[config.mk]
export PLATFORM = sky130hd
export DESIGN_NAME = etc_counter
export DESIGN_NICKNAME = d
export VERILOG_FILES = /design/src/inc/etc_pkg.sv /design/src/rtl/etc_counter.sv
export SDC_FILE = /design/constraint.sdc
export NUM_CORES = 1
export LEC_CHECK = 0
export BUFFER_PORTS_ARGS = -buffer_cell sky130_fd_sc_hd__buf_2
export CELL_PAD_IN_SITES_DETAIL_PLACEMENT = 2
export CELL_PAD_IN_SITES_GLOBAL_PLACEMENT = 2
export CORE_UTILIZATION = 41
export DETAILED_ROUTE_END_ITERATION = 6
export PLACE_DENSITY_LB_ADDON = 0.1
export RECOVER_POWER = 100
export SKIP_LAST_GASP = 1
export SLEW_MARGIN = 25
export SYNTH_ARGS = -nofsm -noshare
export SYNTH_HDL_FRONTEND = slang
export SYNTH_SLANG_ARGS = --single-unit
[constraint.sdc]
create_clock -name clk_in -period 7.9 [get_ports clk_in]
set_input_delay 0.79 -clock clk_in [delete_from_list [all_inputs] [get_ports clk_in]]
set_output_delay 0.79 -clock clk_in [all_outputs]
set_load 0.005 [all_outputs]
[src/inc/etc_pkg.sv]
// constants and types shared by the elapsed-time counter
`default_nettype none
package etc_pkg;
    localparam logic [7:0]  ETC_OFS_MODE        = 8'h00;
    localparam logic [7:0]  ETC_OFS_ALARM       = 8'h04;
    localparam logic [7:0]  ETC_OFS_COUNT       = 8'h08;
    localparam logic [7:0]  ETC_OFS_FLAGS       = 8'h0c;
    localparam logic [15:0] ETC_PRESCALE_RST    = 16'h8000;
    localparam logic [31:0] ETC_ALARM_RST       = 32'hffffffff;
    localparam logic [31:0] ETC_COUNT_RST       = 32'h00000000;
    localparam int          ETC_POS_ALARM_IEN   = 16;
    localparam int          ETC_POS_INC_IEN     = 17;
    localparam int          ETC_POS_RESTART     = 18;
    localparam int          ETC_POS_ALARM_FLAG  = 0;
    localparam int          ETC_POS_INC_FLAG    = 1;
    // slow-clock edges between a request and its effect
    localparam logic [1:0]  ETC_SLOW_DELAY      = 2'h2;

    typedef struct packed {
        logic increment_flag;
        logic alarm_flag;
    } etc_flags_t;

    typedef struct packed {
        logic        increment_irq_enable;
        logic        alarm_irq_enable;
        logic [15:0] prescale_value;
    } etc_mode_t;
endpackage
`default_nettype wire

[src/rtl/etc_counter.sv]
// elapsed-time counter: slow-clock prescaler, 32-bit count, alarm, flags, register port
//
// The implementer's own choice: strobed register access.
`timescale 1ns/100ps
`default_nettype none
module etc_counter
    import etc_pkg::*;
(
    input  wire logic        clk_in,
    input  wire logic        resetn_in,
    input  wire logic        slow_clk_in,
    input  wire logic [7:0]  addr_in,
    input  wire logic [31:0] wr_data_in,
    input  wire logic        wr_en_in,
    input  wire logic        rd_en_in,
    output logic      [31:0] rd_data_out,
    output logic             irq_out
);

    etc_mode_t   mode_ff;
    logic [31:0] alarm_value_ff;
    logic [31:0] current_count_ff;
    logic [15:0] presc_ff;
    etc_flags_t  flags_ff;
    logic [1:0]  restart_pend_ff;
    logic [1:0]  clear_pend_ff;
    logic        slow_s1_ff;
    logic        slow_s2_ff;
    logic        slow_s3_ff;
    logic [31:0] rd_data_ff;
    logic        irq_ff;
    logic [1:0]  chk_restart_ticks_ff;
    logic [1:0]  chk_clear_ticks_ff;

    logic        slow_tick;
    logic        restart_act;
    logic        clear_act;
    logic        period_end;
    logic        advance;
    logic        alarm_hit;
    logic        wr_mode;
    logic        wr_alarm;
    logic        wr_flags;
    logic        rd_flags;
    etc_flags_t  nxt_flags;
    logic [31:0] nxt_rd_data;
    logic        restart_req;
    logic        clear_req;

    // last prescaler state of a period; zero programs the full 16-bit span
    function automatic logic [15:0] last_step(input logic [15:0] pres);
        last_step = (pres == 16'h0000) ? 16'hffff : pres - 16'h0001;
    endfunction

    // delayed-action counter: armed by a request, fires on the second slow edge
    function automatic logic [1:0] pend_next(input logic [1:0] cur, input logic req,
                                             input logic tick);
        if (req) begin
            pend_next = ETC_SLOW_DELAY;
        end else if (tick && cur != 2'h0) begin
            pend_next = cur - 2'h1;
        end else begin
            pend_next = cur;
        end
    endfunction

    // slow clock arrives unrelated to clk_in; s1 only feeds s2
    always_ff @(posedge clk_in or negedge resetn_in) begin
        if (!resetn_in) begin
            slow_s1_ff <= 1'b0;
            slow_s2_ff <= 1'b0;
            slow_s3_ff <= 1'b0;
        end else begin
            slow_s1_ff <= slow_clk_in;
            slow_s2_ff <= slow_s1_ff;
            slow_s3_ff <= slow_s2_ff;
        end
    end

    assign slow_tick = slow_s2_ff & ~slow_s3_ff;

    always_comb begin
        wr_mode  = 1'b0;
        wr_alarm = 1'b0;
        wr_flags = 1'b0;
        rd_flags = 1'b0;
        if (addr_in == ETC_OFS_MODE) begin
            wr_mode = wr_en_in;
        end else if (addr_in == ETC_OFS_ALARM) begin
            wr_alarm = wr_en_in;
        end else if (addr_in == ETC_OFS_FLAGS) begin
            wr_flags = wr_en_in;
            rd_flags = rd_en_in;
        end
    end

    always_ff @(posedge clk_in or negedge resetn_in) begin
        if (!resetn_in) begin
            mode_ff <= '{increment_irq_enable: 1'b0, alarm_irq_enable: 1'b0,
                         prescale_value: ETC_PRESCALE_RST};
        end else if (wr_mode) begin
            mode_ff.prescale_value       <= wr_data_in[15:0];
            mode_ff.alarm_irq_enable     <= wr_data_in[ETC_POS_ALARM_IEN];
            mode_ff.increment_irq_enable <= wr_data_in[ETC_POS_INC_IEN];
        end
    end

    always_ff @(posedge clk_in or negedge resetn_in) begin
        if (!resetn_in) begin
            alarm_value_ff <= ETC_ALARM_RST;
        end else if (wr_alarm) begin
            alarm_value_ff <= wr_data_in;
        end
    end

    // the other mode bits of a restart write take effect at once
    assign restart_req = wr_mode & wr_data_in[ETC_POS_RESTART];
    assign clear_req   = rd_flags | (wr_flags & |wr_data_in[1:0]);

    // restart counts slow edges so it lands on the second one after the write
    always_ff @(posedge clk_in or negedge resetn_in) begin
        if (!resetn_in) begin
            restart_pend_ff <= 2'h0;
            clear_pend_ff   <= 2'h0;
        end else begin
            restart_pend_ff <= pend_next(restart_pend_ff,
                                         restart_req,
                                         slow_tick);
            // a write of ones to the flags word clears through the same delayed path
            clear_pend_ff   <= pend_next(clear_pend_ff,
                                         clear_req,
                                         slow_tick);
        end
    end

    assign restart_act = slow_tick && (restart_pend_ff == 2'h1);
    assign clear_act   = slow_tick && (clear_pend_ff == 2'h1);
    // lowering the prescale below the prescaler state mid-period without a restart waits for the 16-bit wrap
    assign period_end  = presc_ff == last_step(mode_ff.prescale_value);
    assign advance     = slow_tick && !restart_act && period_end;
    // the hit is the step from alarm value to alarm value plus one
    assign alarm_hit   = advance && (current_count_ff == alarm_value_ff);

    // checker-only tick counts since the last request, parked at three when idle;
    // they let the delay be checked without reading the pending counters
    always_ff @(posedge clk_in or negedge resetn_in) begin
        if (!resetn_in) begin
            chk_restart_ticks_ff <= 2'h3;
        end else if (restart_req) begin
            chk_restart_ticks_ff <= 2'h0;
        end else if (slow_tick && chk_restart_ticks_ff != 2'h3) begin
            chk_restart_ticks_ff <= chk_restart_ticks_ff + 2'h1;
        end
    end

    always_ff @(posedge clk_in or negedge resetn_in) begin
        if (!resetn_in) begin
            chk_clear_ticks_ff <= 2'h3;
        end else if (clear_req) begin
            chk_clear_ticks_ff <= 2'h0;
        end else if (slow_tick && chk_clear_ticks_ff != 2'h3) begin
            chk_clear_ticks_ff <= chk_clear_ticks_ff + 2'h1;
        end
    end

    always_ff @(posedge clk_in or negedge resetn_in) begin
        if (!resetn_in) begin
            presc_ff         <= 16'h0000;
            current_count_ff <= ETC_COUNT_RST;
        end else if (restart_act) begin
            presc_ff         <= 16'h0000;
            current_count_ff <= ETC_COUNT_RST;
        end else if (advance) begin
            presc_ff         <= 16'h0000;
            current_count_ff <= current_count_ff + 32'h00000001;
        end else if (slow_tick) begin
            presc_ff         <= presc_ff + 16'h0001;
        end
    end

    // a new event in the clearing cycle survives the clear
    always_comb begin
        nxt_flags = flags_ff;
        if (clear_act) begin
            nxt_flags = '0;
        end
        if (advance) begin
            nxt_flags.increment_flag = 1'b1;
        end
        if (alarm_hit) begin
            nxt_flags.alarm_flag = 1'b1;
        end
    end

    always_ff @(posedge clk_in or negedge resetn_in) begin
        if (!resetn_in) begin
            flags_ff <= '0;
        end else begin
            flags_ff <= nxt_flags;
        end
    end

    always_ff @(posedge clk_in or negedge resetn_in) begin
        if (!resetn_in) begin
            irq_ff <= 1'b0;
        end else begin
            irq_ff <= (flags_ff.alarm_flag && mode_ff.alarm_irq_enable) ||
                      (flags_ff.increment_flag && mode_ff.increment_irq_enable);
        end
    end

    always_comb begin
        nxt_rd_data = 32'h00000000;
        if (addr_in == ETC_OFS_MODE) begin
            nxt_rd_data[15:0]              = mode_ff.prescale_value;
            nxt_rd_data[ETC_POS_ALARM_IEN] = mode_ff.alarm_irq_enable;
            nxt_rd_data[ETC_POS_INC_IEN]   = mode_ff.increment_irq_enable;
        end else if (addr_in == ETC_OFS_ALARM) begin
            nxt_rd_data = alarm_value_ff;
        end else if (addr_in == ETC_OFS_COUNT) begin
            // count lives in this domain, so no torn value reaches the bus
            nxt_rd_data = current_count_ff;
        end else if (addr_in == ETC_OFS_FLAGS) begin
            nxt_rd_data[ETC_POS_ALARM_FLAG] = flags_ff.alarm_flag;
            nxt_rd_data[ETC_POS_INC_FLAG]   = flags_ff.increment_flag;
        end
    end

    // data only in the cycle after the read strobe
    always_ff @(posedge clk_in or negedge resetn_in) begin
        if (!resetn_in) begin
            rd_data_ff <= 32'h00000000;
        end else if (rd_en_in) begin
            rd_data_ff <= nxt_rd_data;
        end else begin
            rd_data_ff <= 32'h00000000;
        end
    end

    assign rd_data_out = rd_data_ff;
    assign irq_out     = irq_ff;

    AST_PERIOD_ADVANCE: assert property (@(posedge clk_in) disable iff (!resetn_in)
        (slow_tick && !restart_act && period_end && current_count_ff != 32'hffffffff)
        |=> current_count_ff == $past(current_count_ff) + 32'h00000001)
        else $error("count did not advance at prescaler period end");

    AST_ZERO_PRESCALE: assert property (@(posedge clk_in) disable iff (!resetn_in)
        (advance && mode_ff.prescale_value == 16'h0000) |-> presc_ff == 16'hffff)
        else $error("zero prescale did not span the full 16-bit period");

    AST_WRAP: assert property (@(posedge clk_in) disable iff (!resetn_in)
        (advance && current_count_ff == 32'hffffffff) |=> current_count_ff == 32'h00000000)
        else $error("count did not wrap to zero");

    AST_ALARM_SET: assert property (@(posedge clk_in) disable iff (!resetn_in)
        (advance && current_count_ff == alarm_value_ff) |=> flags_ff.alarm_flag)
        else $error("alarm flag not set at alarm plus one");

    AST_ALARM_RESET: assert property (@(posedge clk_in) disable iff (!resetn_in)
        $rose(resetn_in) |-> alarm_value_ff == 32'hffffffff)
        else $error("alarm value not all ones after reset");

    AST_INC_SET: assert property (@(posedge clk_in) disable iff (!resetn_in)
        advance |=> flags_ff.increment_flag)
        else $error("increment flag not set on advance");

    AST_CLEAR_HOLD: assert property (@(posedge clk_in) disable iff (!resetn_in)
        (rd_flags && flags_ff.alarm_flag && !clear_act) |=> flags_ff.alarm_flag)
        else $error("flag cleared before two slow cycles");

    AST_CLEAR_DONE: assert property (@(posedge clk_in) disable iff (!resetn_in)
        (clear_act && !advance) |=> flags_ff == '0)
        else $error("flags not cleared at delayed clear");

    AST_IRQ_ALARM: assert property (@(posedge clk_in) disable iff (!resetn_in)
        (flags_ff.alarm_flag && mode_ff.alarm_irq_enable) |=> irq_out)
        else $error("enabled alarm flag did not raise interrupt");

    AST_IRQ_QUIET: assert property (@(posedge clk_in) disable iff (!resetn_in)
        (!mode_ff.increment_irq_enable && !mode_ff.alarm_irq_enable) |=> !irq_out)
        else $error("interrupt with both enables clear");

    AST_RESTART: assert property (@(posedge clk_in) disable iff (!resetn_in)
        restart_act |=> (current_count_ff == 32'h00000000 && presc_ff == 16'h0000))
        else $error("restart did not zero counter and prescaler");

    AST_COUNT_READ: assert property (@(posedge clk_in) disable iff (!resetn_in)
        (rd_en_in && addr_in == ETC_OFS_COUNT) |=> rd_data_out == $past(current_count_ff))
        else $error("count read returned wrong value");

    // register port checks
    AST_ALARM_WRITE: assert property (@(posedge clk_in) disable iff (!resetn_in)
        wr_alarm |=> alarm_value_ff == $past(wr_data_in))
        else $error("alarm value write not taken");

    AST_ALARM_READ: assert property (@(posedge clk_in) disable iff (!resetn_in)
        (rd_en_in && addr_in == ETC_OFS_ALARM) |=> rd_data_out == $past(alarm_value_ff))
        else $error("alarm read returned wrong value");

    AST_MODE_WRITE: assert property (@(posedge clk_in) disable iff (!resetn_in)
        wr_mode |=> mode_ff.prescale_value == $past(wr_data_in[15:0]))
        else $error("new prescale value not taken at once");

    AST_MODE_READ: assert property (@(posedge clk_in) disable iff (!resetn_in)
        (rd_en_in && addr_in == ETC_OFS_MODE) |=> rd_data_out == {14'h0000, $past(mode_ff)})
        else $error("mode read returned wrong value");

    AST_FLAGS_READ: assert property (@(posedge clk_in) disable iff (!resetn_in)
        (rd_en_in && addr_in == ETC_OFS_FLAGS) |=> rd_data_out == {30'h0, $past(flags_ff)})
        else $error("flags read returned wrong value");

    AST_RD_IDLE: assert property (@(posedge clk_in) disable iff (!resetn_in)
        !rd_en_in |=> rd_data_out == 32'h00000000)
        else $error("read data outside the cycle after a read");

    AST_RESET_OUT: assert property (@(posedge clk_in) disable iff (!resetn_in)
        $rose(resetn_in) |-> (rd_data_out == 32'h00000000 && !irq_out))
        else $error("outputs not quiet after reset");

    // counting and flag checks
    AST_COUNT_STILL: assert property (@(posedge clk_in) disable iff (!resetn_in)
        (!advance && !restart_act) |=> $stable(current_count_ff))
        else $error("count moved without a period end");

    AST_PRESC_STILL: assert property (@(posedge clk_in) disable iff (!resetn_in)
        !slow_tick |=> $stable(presc_ff))
        else $error("prescaler moved without a slow edge");

    AST_INC_ONLY: assert property (@(posedge clk_in) disable iff (!resetn_in)
        (!flags_ff.increment_flag && !advance) |=> !flags_ff.increment_flag)
        else $error("increment flag set without an advance");

    AST_ALARM_ONLY: assert property (@(posedge clk_in) disable iff (!resetn_in)
        (!flags_ff.alarm_flag && !alarm_hit) |=> !flags_ff.alarm_flag)
        else $error("alarm flag set without a match");

    AST_SET_WINS: assert property (@(posedge clk_in) disable iff (!resetn_in)
        (clear_act && advance) |=> flags_ff.increment_flag)
        else $error("increment lost to a clear in the same cycle");

    AST_IRQ_INC: assert property (@(posedge clk_in) disable iff (!resetn_in)
        (flags_ff.increment_flag && mode_ff.increment_irq_enable) |=> irq_out)
        else $error("enabled increment flag did not raise interrupt");

    AST_RESTART_LATE: assert property (@(posedge clk_in) disable iff (!resetn_in)
        restart_act |-> chk_restart_ticks_ff == 2'h1)
        else $error("restart not on the second slow edge");

    AST_RESTART_DUE: assert property (@(posedge clk_in) disable iff (!resetn_in)
        (slow_tick && chk_restart_ticks_ff == 2'h1 && !restart_req) |-> restart_act)
        else $error("restart missed its second slow edge");

    AST_CLEAR_LATE: assert property (@(posedge clk_in) disable iff (!resetn_in)
        clear_act |-> chk_clear_ticks_ff == 2'h1)
        else $error("flag clear not on the second slow edge");

    AST_CLEAR_DUE: assert property (@(posedge clk_in) disable iff (!resetn_in)
        (slow_tick && chk_clear_ticks_ff == 2'h1 && !clear_req) |-> clear_act)
        else $error("flag clear missed its second slow edge");

endmodule
`default_nettype wire

==> impl_metrics.env, run 1 <==
export IMPL_outcome="complete, but fails checks"
export IMPL_violations="capacitance limit, slew limit"
export IMPL_insertion_delay_ns=0.43
export IMPL_met2_usage_pct=48.8
export IMPL_cp_start_kind="flop"
export IMPL_wl_per_cell_um=25.0
export IMPL_tightestPinTransition_ns=3.79
export IMPL_seq_area_frac_synth_pct=46.9
export IMPL_core_um2=18000
export IMPL_num_rows=49
export IMPL_finalHoldViolCount=0
export IMPL_syn_to_final_growth_pct=14.1
export IMPL_cts_sinks=140
export IMPL_rsz0062_at_grt="no"
export IMPL_hold_buffers=0
export IMPL_p_seq_share_pct=42.1
export IMPL_grt_usage_pct=28.8
export IMPL_power_density_nw_per_um2=228
export IMPL_grt_pass1_vias=6827
export IMPL_period_needed_ns=5.20
export IMPL_top_usage_layer="met2"
export IMPL_post_cts_buffers=0
export IMPL_synthCells=741
export IMPL_nFillCells=1913
export IMPL_cp_arrival_ns=5.47
export IMPL_htreeDepth=4
export IMPL_p_leak_uw=0.00368
export IMPL_met1_usage_pct=38.0
export IMPL_p_comb_share_pct=13.4
export IMPL_drv_cap=4
export IMPL_cts_made_buffers=17
export IMPL_netSwitchingFraction_pct=28.6
export IMPL_cts_buffer_depth=2
export IMPL_dp_hpwl_um=17300
export IMPL_vias=6214
export IMPL_n_antenna_cell=0
export IMPL_ant_nets=0
export IMPL_worstSetupStartpoint="mode_ff[5]$_DFFE_PN0P_"
export IMPL_slew_violations=160
export IMPL_fin_nets=843
export IMPL_use_met3_pct=3.61
export IMPL_finalCritPeriodShare_pct=65.8
export IMPL_ys_async_sr_fraction_pct=100
export IMPL_ctsResizeCount=0
export IMPL_ys_warn_count=0
export IMPL_finalClockSkew_ns=0.00911
export IMPL_totalWireLength_um=25800
export IMPL_die_w_um=138
export IMPL_yosysTopAreaCell="dfrtp_1"
export IMPL_synth_top_flop_cell="dfrtp_1"
export IMPL_synth_top_area_share_pct=35.4
export IMPL_synth_seq_cells=140
export IMPL_worstPathRequired_ns=8.17
export IMPL_regArea_um2=3540
export IMPL_fmax_ghz=0.192
export IMPL_path_clk_slew_ns=0.06
export IMPL_tns_ns=0
export IMPL_grt_max_degree=75
export IMPL_die_area_um2=19000
export IMPL_cts_root_buf="clkbuf_16"
export IMPL_crit_type="reg -> reg"
export IMPL_netlist_area_um2=7560
export IMPL_cp_max_fo=55
export IMPL_min_path_type="reg -> reg"
export IMPL_port_buffers=77
export IMPL_setup_viol=0
export IMPL_drt_iter0_drc=276
export IMPL_maxSlewHeadroom_pct=-153
export IMPL_start_util_pct=41.9
export IMPL_min_from="slow_s1_ff$_DFF_PN0_"
export IMPL_intPower_uw=1410
export IMPL_switchingPower_uw=562
export IMPL_clkPwrFrac_pct=44.5
export IMPL_synth_edf_count=0
export IMPL_multi_input_area_um2=3660
export IMPL_routed_via_density=6.02
export IMPL_peakVddDrop_uv=147
export IMPL_overflow=0
export IMPL_ioPinCount=78
export IMPL_synth_nets=793
export IMPL_pre_cts_ws_ns=3.48
export IMPL_synth_area_leaders="dfrtp_1 35%, dfstp_2 11%, mux2_2 7.2%"
export IMPL_setup_ws_ns=2.70
export IMPL_chipHeight_um=138
export IMPL_yosysUniqueCellTypes=57
export IMPL_first_pass_iters=4
export IMPL_cts_tree="yes"
export IMPL_critPathCaptureType="flop"
export IMPL_antenna_found_initial=0
export IMPL_gp_congestion=0.832
export IMPL_grt_pass1_wl_um=39800
export IMPL_syn_avg_cell_area_um2=10.2
export IMPL_remaining_drc_errors=0
export IMPL_reg2reg_from="mode_ff[5]$_DFFE_PN0P_"
export IMPL_drive_gt1_share_pct=24.4
cells in the mapped netlist (all sizes together), types with 4 or more instances:
cell	instances
a21oi	22
a22oi	14
and2	6
and3	8
and4	4
buf	20
clkbuf	31
dfrtp	107
dfstp	33
ha	7
inv	30
mux2	48
mux2i	16
nand2	72
nand2b	11
nand3	17
nand4	22
nor2	53
nor2b	18
nor3	10
nor4	17
o211ai	11
o21ai	18
o221a	17
o311ai	10
o41ai	9
or2	4
or3	4
or4	15
xnor2	47
xor2	14
routing by layer:
metal | share of wire [%] | vias to the layer above
li1 | - | 2759
met1 | 44 | 3276
met2 | 50 | 142
met3 | 3.5 | 37
met4 | 1.9 | 0
met5 | 0 | -
state kept, by name, indices dropped and copies added (netlist names), 2 cells and up:
register	flops
alarm_value_ff	32
clear_pend_ff	2
current_count_ff	32
flags_ff	2
mode_ff	18
presc_ff	16
rd_data_out	32
restart_pend_ff	2
layout by cell type (no fill, tap or decap), types with 7 or more instances in the layout:
cell type,instances
xnor2_1,47
nand2_1,72
nand2b_1,11
nor3_1,9
clkbuf_16,17
o221a_2,17
clkbuf_1,29
mux2i_1,16
nand4_1,21
ha_1,7
mux2_2,44
o311ai_0,10
inv_1,30
nor2_1,52
o211ai_1,11
nor2b_1,18
dfrtp_1,107
nor4_1,16
or4_1,14
o41ai_1,9
nand3_1,17
xor2_1,14
o21ai_0,17
a22oi_1,14
and3_1,8
dfstp_2,33
a21oi_1,22
buf_2,51
through the flow:
stage	instances	power, uW	hold slack [ns]	utilization [%]	instance area [um2]
3_3_place_gp	1001	1080	0.332	44.7	8060
3_5_place_dp	1001	1100	0.340	44.7	8060
6_report	1033	1970	0.351	47.8	8620
5_1_grt	1033	2040	0.367	47.8	8620
2_1_floorplan	741	993	0.331	-	7560
4_1_cts	1033	1990	0.355	48.2	8690
cells by family (layout without fill, tap and decap cells):
| family | count (synthesis) | in the layout | synth area share, % |
|---|---|---|---|
| compound gates | 118 | 118 | 12.0 |
| xor+xnor | 61 | 61 | 7.07 |
| fa+ha+maj | 7 | 7 | 1.16 |
| buf+inv | 81 | 144 | 4.39 |
| flops | 140 | 140 | 46.9 |
| mux | 65 | 65 | 9.57 |
| simple gates | 269 | 269 | 18.9 |
worst paths after layout:
path                            cells past startpoint                               to  slack (ns)
worst min register to register                      0             slow_s2_ff$_DFF_PN0_        0.35
worst max register to register                      8  current_count_ff[0]$_DFFE_PN0P_        2.70
max in group asynchronous                           1         presc_ff[10]$_DFFE_PN0P_        4.08
worst max-delay path                                8  current_count_ff[0]$_DFFE_PN0P_        2.70
worst min-delay path                                0             slow_s2_ff$_DFF_PN0_        0.35
min in group asynchronous                           1        rd_data_out[19]$_DFF_PN0_        1.65
cell type report:
class	instances	area share [%]
clock inverter	13	2.19
sequential	140	41.1
tap	229	3.32
multi-input combinational	520	42.4
clock buffer	19	5.14
inverter	30	1.31
timing repair buffer	82	4.48
critical path, stage by stage (launching register included):
cell and delay, ns:
dfrtp_1 0.48, or4_1 0.79, or4_1 0.53, xnor2_1 0.15, or4_1 0.51, a2111oi_0 0.90
nand4_4 0.74, nand2_1 0.75, mux2i_1 0.18
power by group through the flow:
stage / logic, uW / registers [uW] / clock network (uW)
after detailed placement: 264 / 840 / 0
after global routing: 288 / 835 / 914
final: 264 / 830 / 875
after floorplan: 187 / 807 / 0
after CTS: 270 / 829 / 889
after global placement: 246 / 834 / 0
Power figures use the tool's default switching activity.
==> inputs of run 2 (changes only) <==
Settings changed: CORE_UTILIZATION 41 to 35.
Clock period 7.9 ns to 4.23 ns, I/O delays scaled along.
==> run 2 against run 1 <==
  * The run still ends with capacitance limit, slew limit left
  * Clock power rose by 81%
  * Setup slack worse by 2.3 ns
  * Worst hold slack worse by 0.25 ns
  * Total power grew 85%
  * Sequential share of layout area is 0.55 points lower
==> impl_metrics.env, run 2 (synthesized netlist as in run 1, its figures left out) <==
export IMPL_outcome="complete, but fails checks"
export IMPL_violations="capacitance limit, slew limit"
export IMPL_min_path_type="in -> reg"
export IMPL_period_needed_ns=3.88
export IMPL_hold_buffers=0
export IMPL_start_util_pct=35.8
export IMPL_maxSlewHeadroom_pct=-139
export IMPL_remaining_drc_errors=0
export IMPL_slowest_delay_ns=0.68
export IMPL_r2r_slack_ns=0.35
export IMPL_fmax_ghz=0.258
export IMPL_multi_input_area_um2=3680
export IMPL_overflow=0
export IMPL_reg2reg_depth=11
export IMPL_finalHoldViolCount=0
export IMPL_tightestPinTransition_ns=3.59
export IMPL_cts_tree="yes"
export IMPL_drive_gt1_share_pct=26.3
export IMPL_post_cts_buffers=0
export IMPL_die_w_um=149
export IMPL_port_buffers=77
export IMPL_grt_max_degree=66
export IMPL_worstPathCellList="inv_1 -> ha_1 -> or4b_2 -> nor4_4 -> o311ai_0 -> o221a_2 -> a2111oi_4 -> nand4_4 -> buf_12 -> nor4_1 -> mux2i_1"
export IMPL_reg2reg_from="mode_ff[0]$_DFFE_PN0P_"
export IMPL_antenna_found_initial=0
export IMPL_n_antenna_cell=0
export IMPL_drt_iter0_drc=282
export IMPL_die_area_um2=22200
export IMPL_ioPinCount=78
export IMPL_cp_start_kind="flop"
export IMPL_core_um2=21100
export IMPL_gp_congestion=0.839
export IMPL_hold_depth=1
export IMPL_min_from="slow_clk_in"
export IMPL_grt_pass1_wl_um=39200
export IMPL_crit_type="reg -> reg"
export IMPL_cp_arrival_ns=4.23
export IMPL_ctsResizeCount=0
export IMPL_routed_via_density=5.60
export IMPL_layout_common_cells="107 x dfrtp_1, 72 x nand2_1, 60 x buf_2"
export IMPL_critPathCaptureType="flop"
export IMPL_regArea_um2=3540
export IMPL_setup_viol=0
export IMPL_htreeDepth=4
export IMPL_insertion_delay_ns=0.43
export IMPL_min_to="slow_s1_ff$_DFF_PN0_"
export IMPL_cts_sinks=140
export IMPL_cts_buffer_depth=2
export IMPL_nFillCells=2250
export IMPL_finalClockSkew_ns=0.0126
export IMPL_path_clk_slew_ns=0.07
export IMPL_fin_nets=850
export IMPL_chipHeight_um=149
export IMPL_drv_cap=1
export IMPL_final_util_pct=41.4
export IMPL_num_rows=53
export IMPL_p_leak_uw=0.00373
export IMPL_peakVddDrop_uv=236
export IMPL_finalCritPeriodShare_pct=91.7
export IMPL_cts_made_buffers=17
export IMPL_worstPathRequired_ns=4.58
export IMPL_grt_usage_pct=23.8
export IMPL_grt_pass1_vias=6706
export IMPL_final_common_cell="dfrtp_1"
export IMPL_reg2reg_to="current_count_ff[31]$_DFFE_PN0P_"
export IMPL_cp_max_fo=37
export IMPL_syn_to_final_growth_pct=15.6
export IMPL_ant_nets=0
export IMPL_dp_hpwl_um=17900
export IMPL_slew_violations=66
export IMPL_tns_ns=0
export IMPL_cts_root_buf="clkbuf_16"
export IMPL_vias=6087
export IMPL_first_pass_iters=4
export IMPL_totalWireLength_um=25000
export IMPL_rsz0062_at_grt="no"
export IMPL_wl_per_cell_um=23.0
export IMPL_power_density_nw_per_um2=417
export IMPL_cp_slowest_cell="or4b_2"
## run 2: how the worst max path moves through the flow
| stage | start | end | slack (ns) | cells after the start |
|---|---|---|---|---|
| final | mode_ff[0]$_DFFE_PN0P_ | current_count_ff[31]$_DFFE_PN0P_ | 0.35 | 11 |
| after global routing | resetn_in | mode_ff[11]$_DFFE_PN0P_ | 0.05 | 2 |
| after CTS | mode_ff[0]$_DFFE_PN0P_ | current_count_ff[31]$_DFFE_PN0P_ | 0.33 | 11 |
| after detailed placement | mode_ff[0]$_DFFE_PN0P_ | current_count_ff[31]$_DFFE_PN0P_ | 0.37 | 11 |
| after global placement | mode_ff[5]$_DFFE_PN0P_ | current_count_ff[31]$_DFFE_PN0P_ | 0.52 | 10 |
| after floorplan | mode_ff[5]$_DFFE_PN0P_ | current_count_ff[31]$_DFFE_PN0P_ | 0.80 | 11 |
## run 2: stage by stage
stage	power [uW]	hold WS [ns]	instances	setup slack [ns]	instance area, um2
final	3640	0.100	1086	0.352	8740
after global routing	3790	0.0832	1086	0.0467	8740
after CTS	3680	0.00979	1086	0.325	8790
after detailed placement	2080	0.337	1054	0.367	8180
after global placement	2040	0.333	1054	0.521	8180
after floorplan	1860	0.127	741	0.804	7560
## run 2: layer usage
metal	GRT usage [%]	part of all wire, %	wire (um)
met4	6.43	1.5	371
met2	39.2	49	12300
met5	0	0	0
met3	4.56	3.7	931
met1	31.8	46	11400
## run 2: critical path, delay by kind of cell (launching register included)
kind                     cells  cell delay (ns)
AND/OR/NAND/NOR              4             1.63
AO/OA/AOI/OAI                3             0.71
flip-flops                   1             0.44
buffers and inverters        2             0.40
adder cells (fa/ha/maj)      1             0.38
multiplexers                 1             0.23
## run 2: cell type report
type	count	area share, %
inverter	30	1.29
tap	275	3.94
clock inverter	12	1.85
multi-input combinational	520	42.1
timing repair buffer	89	5.18
clock buffer	20	5.11
sequential	140	40.6
## run 2: where the power goes
group | internal, uW | switching (uW) | leakage (uW)
sequential | 1430 | 120 | 0.00180
clock | 950 | 631 | 0.000288
combinational | 202 | 307 | 0.00164
total | 2580 | 1060 | 0.00373
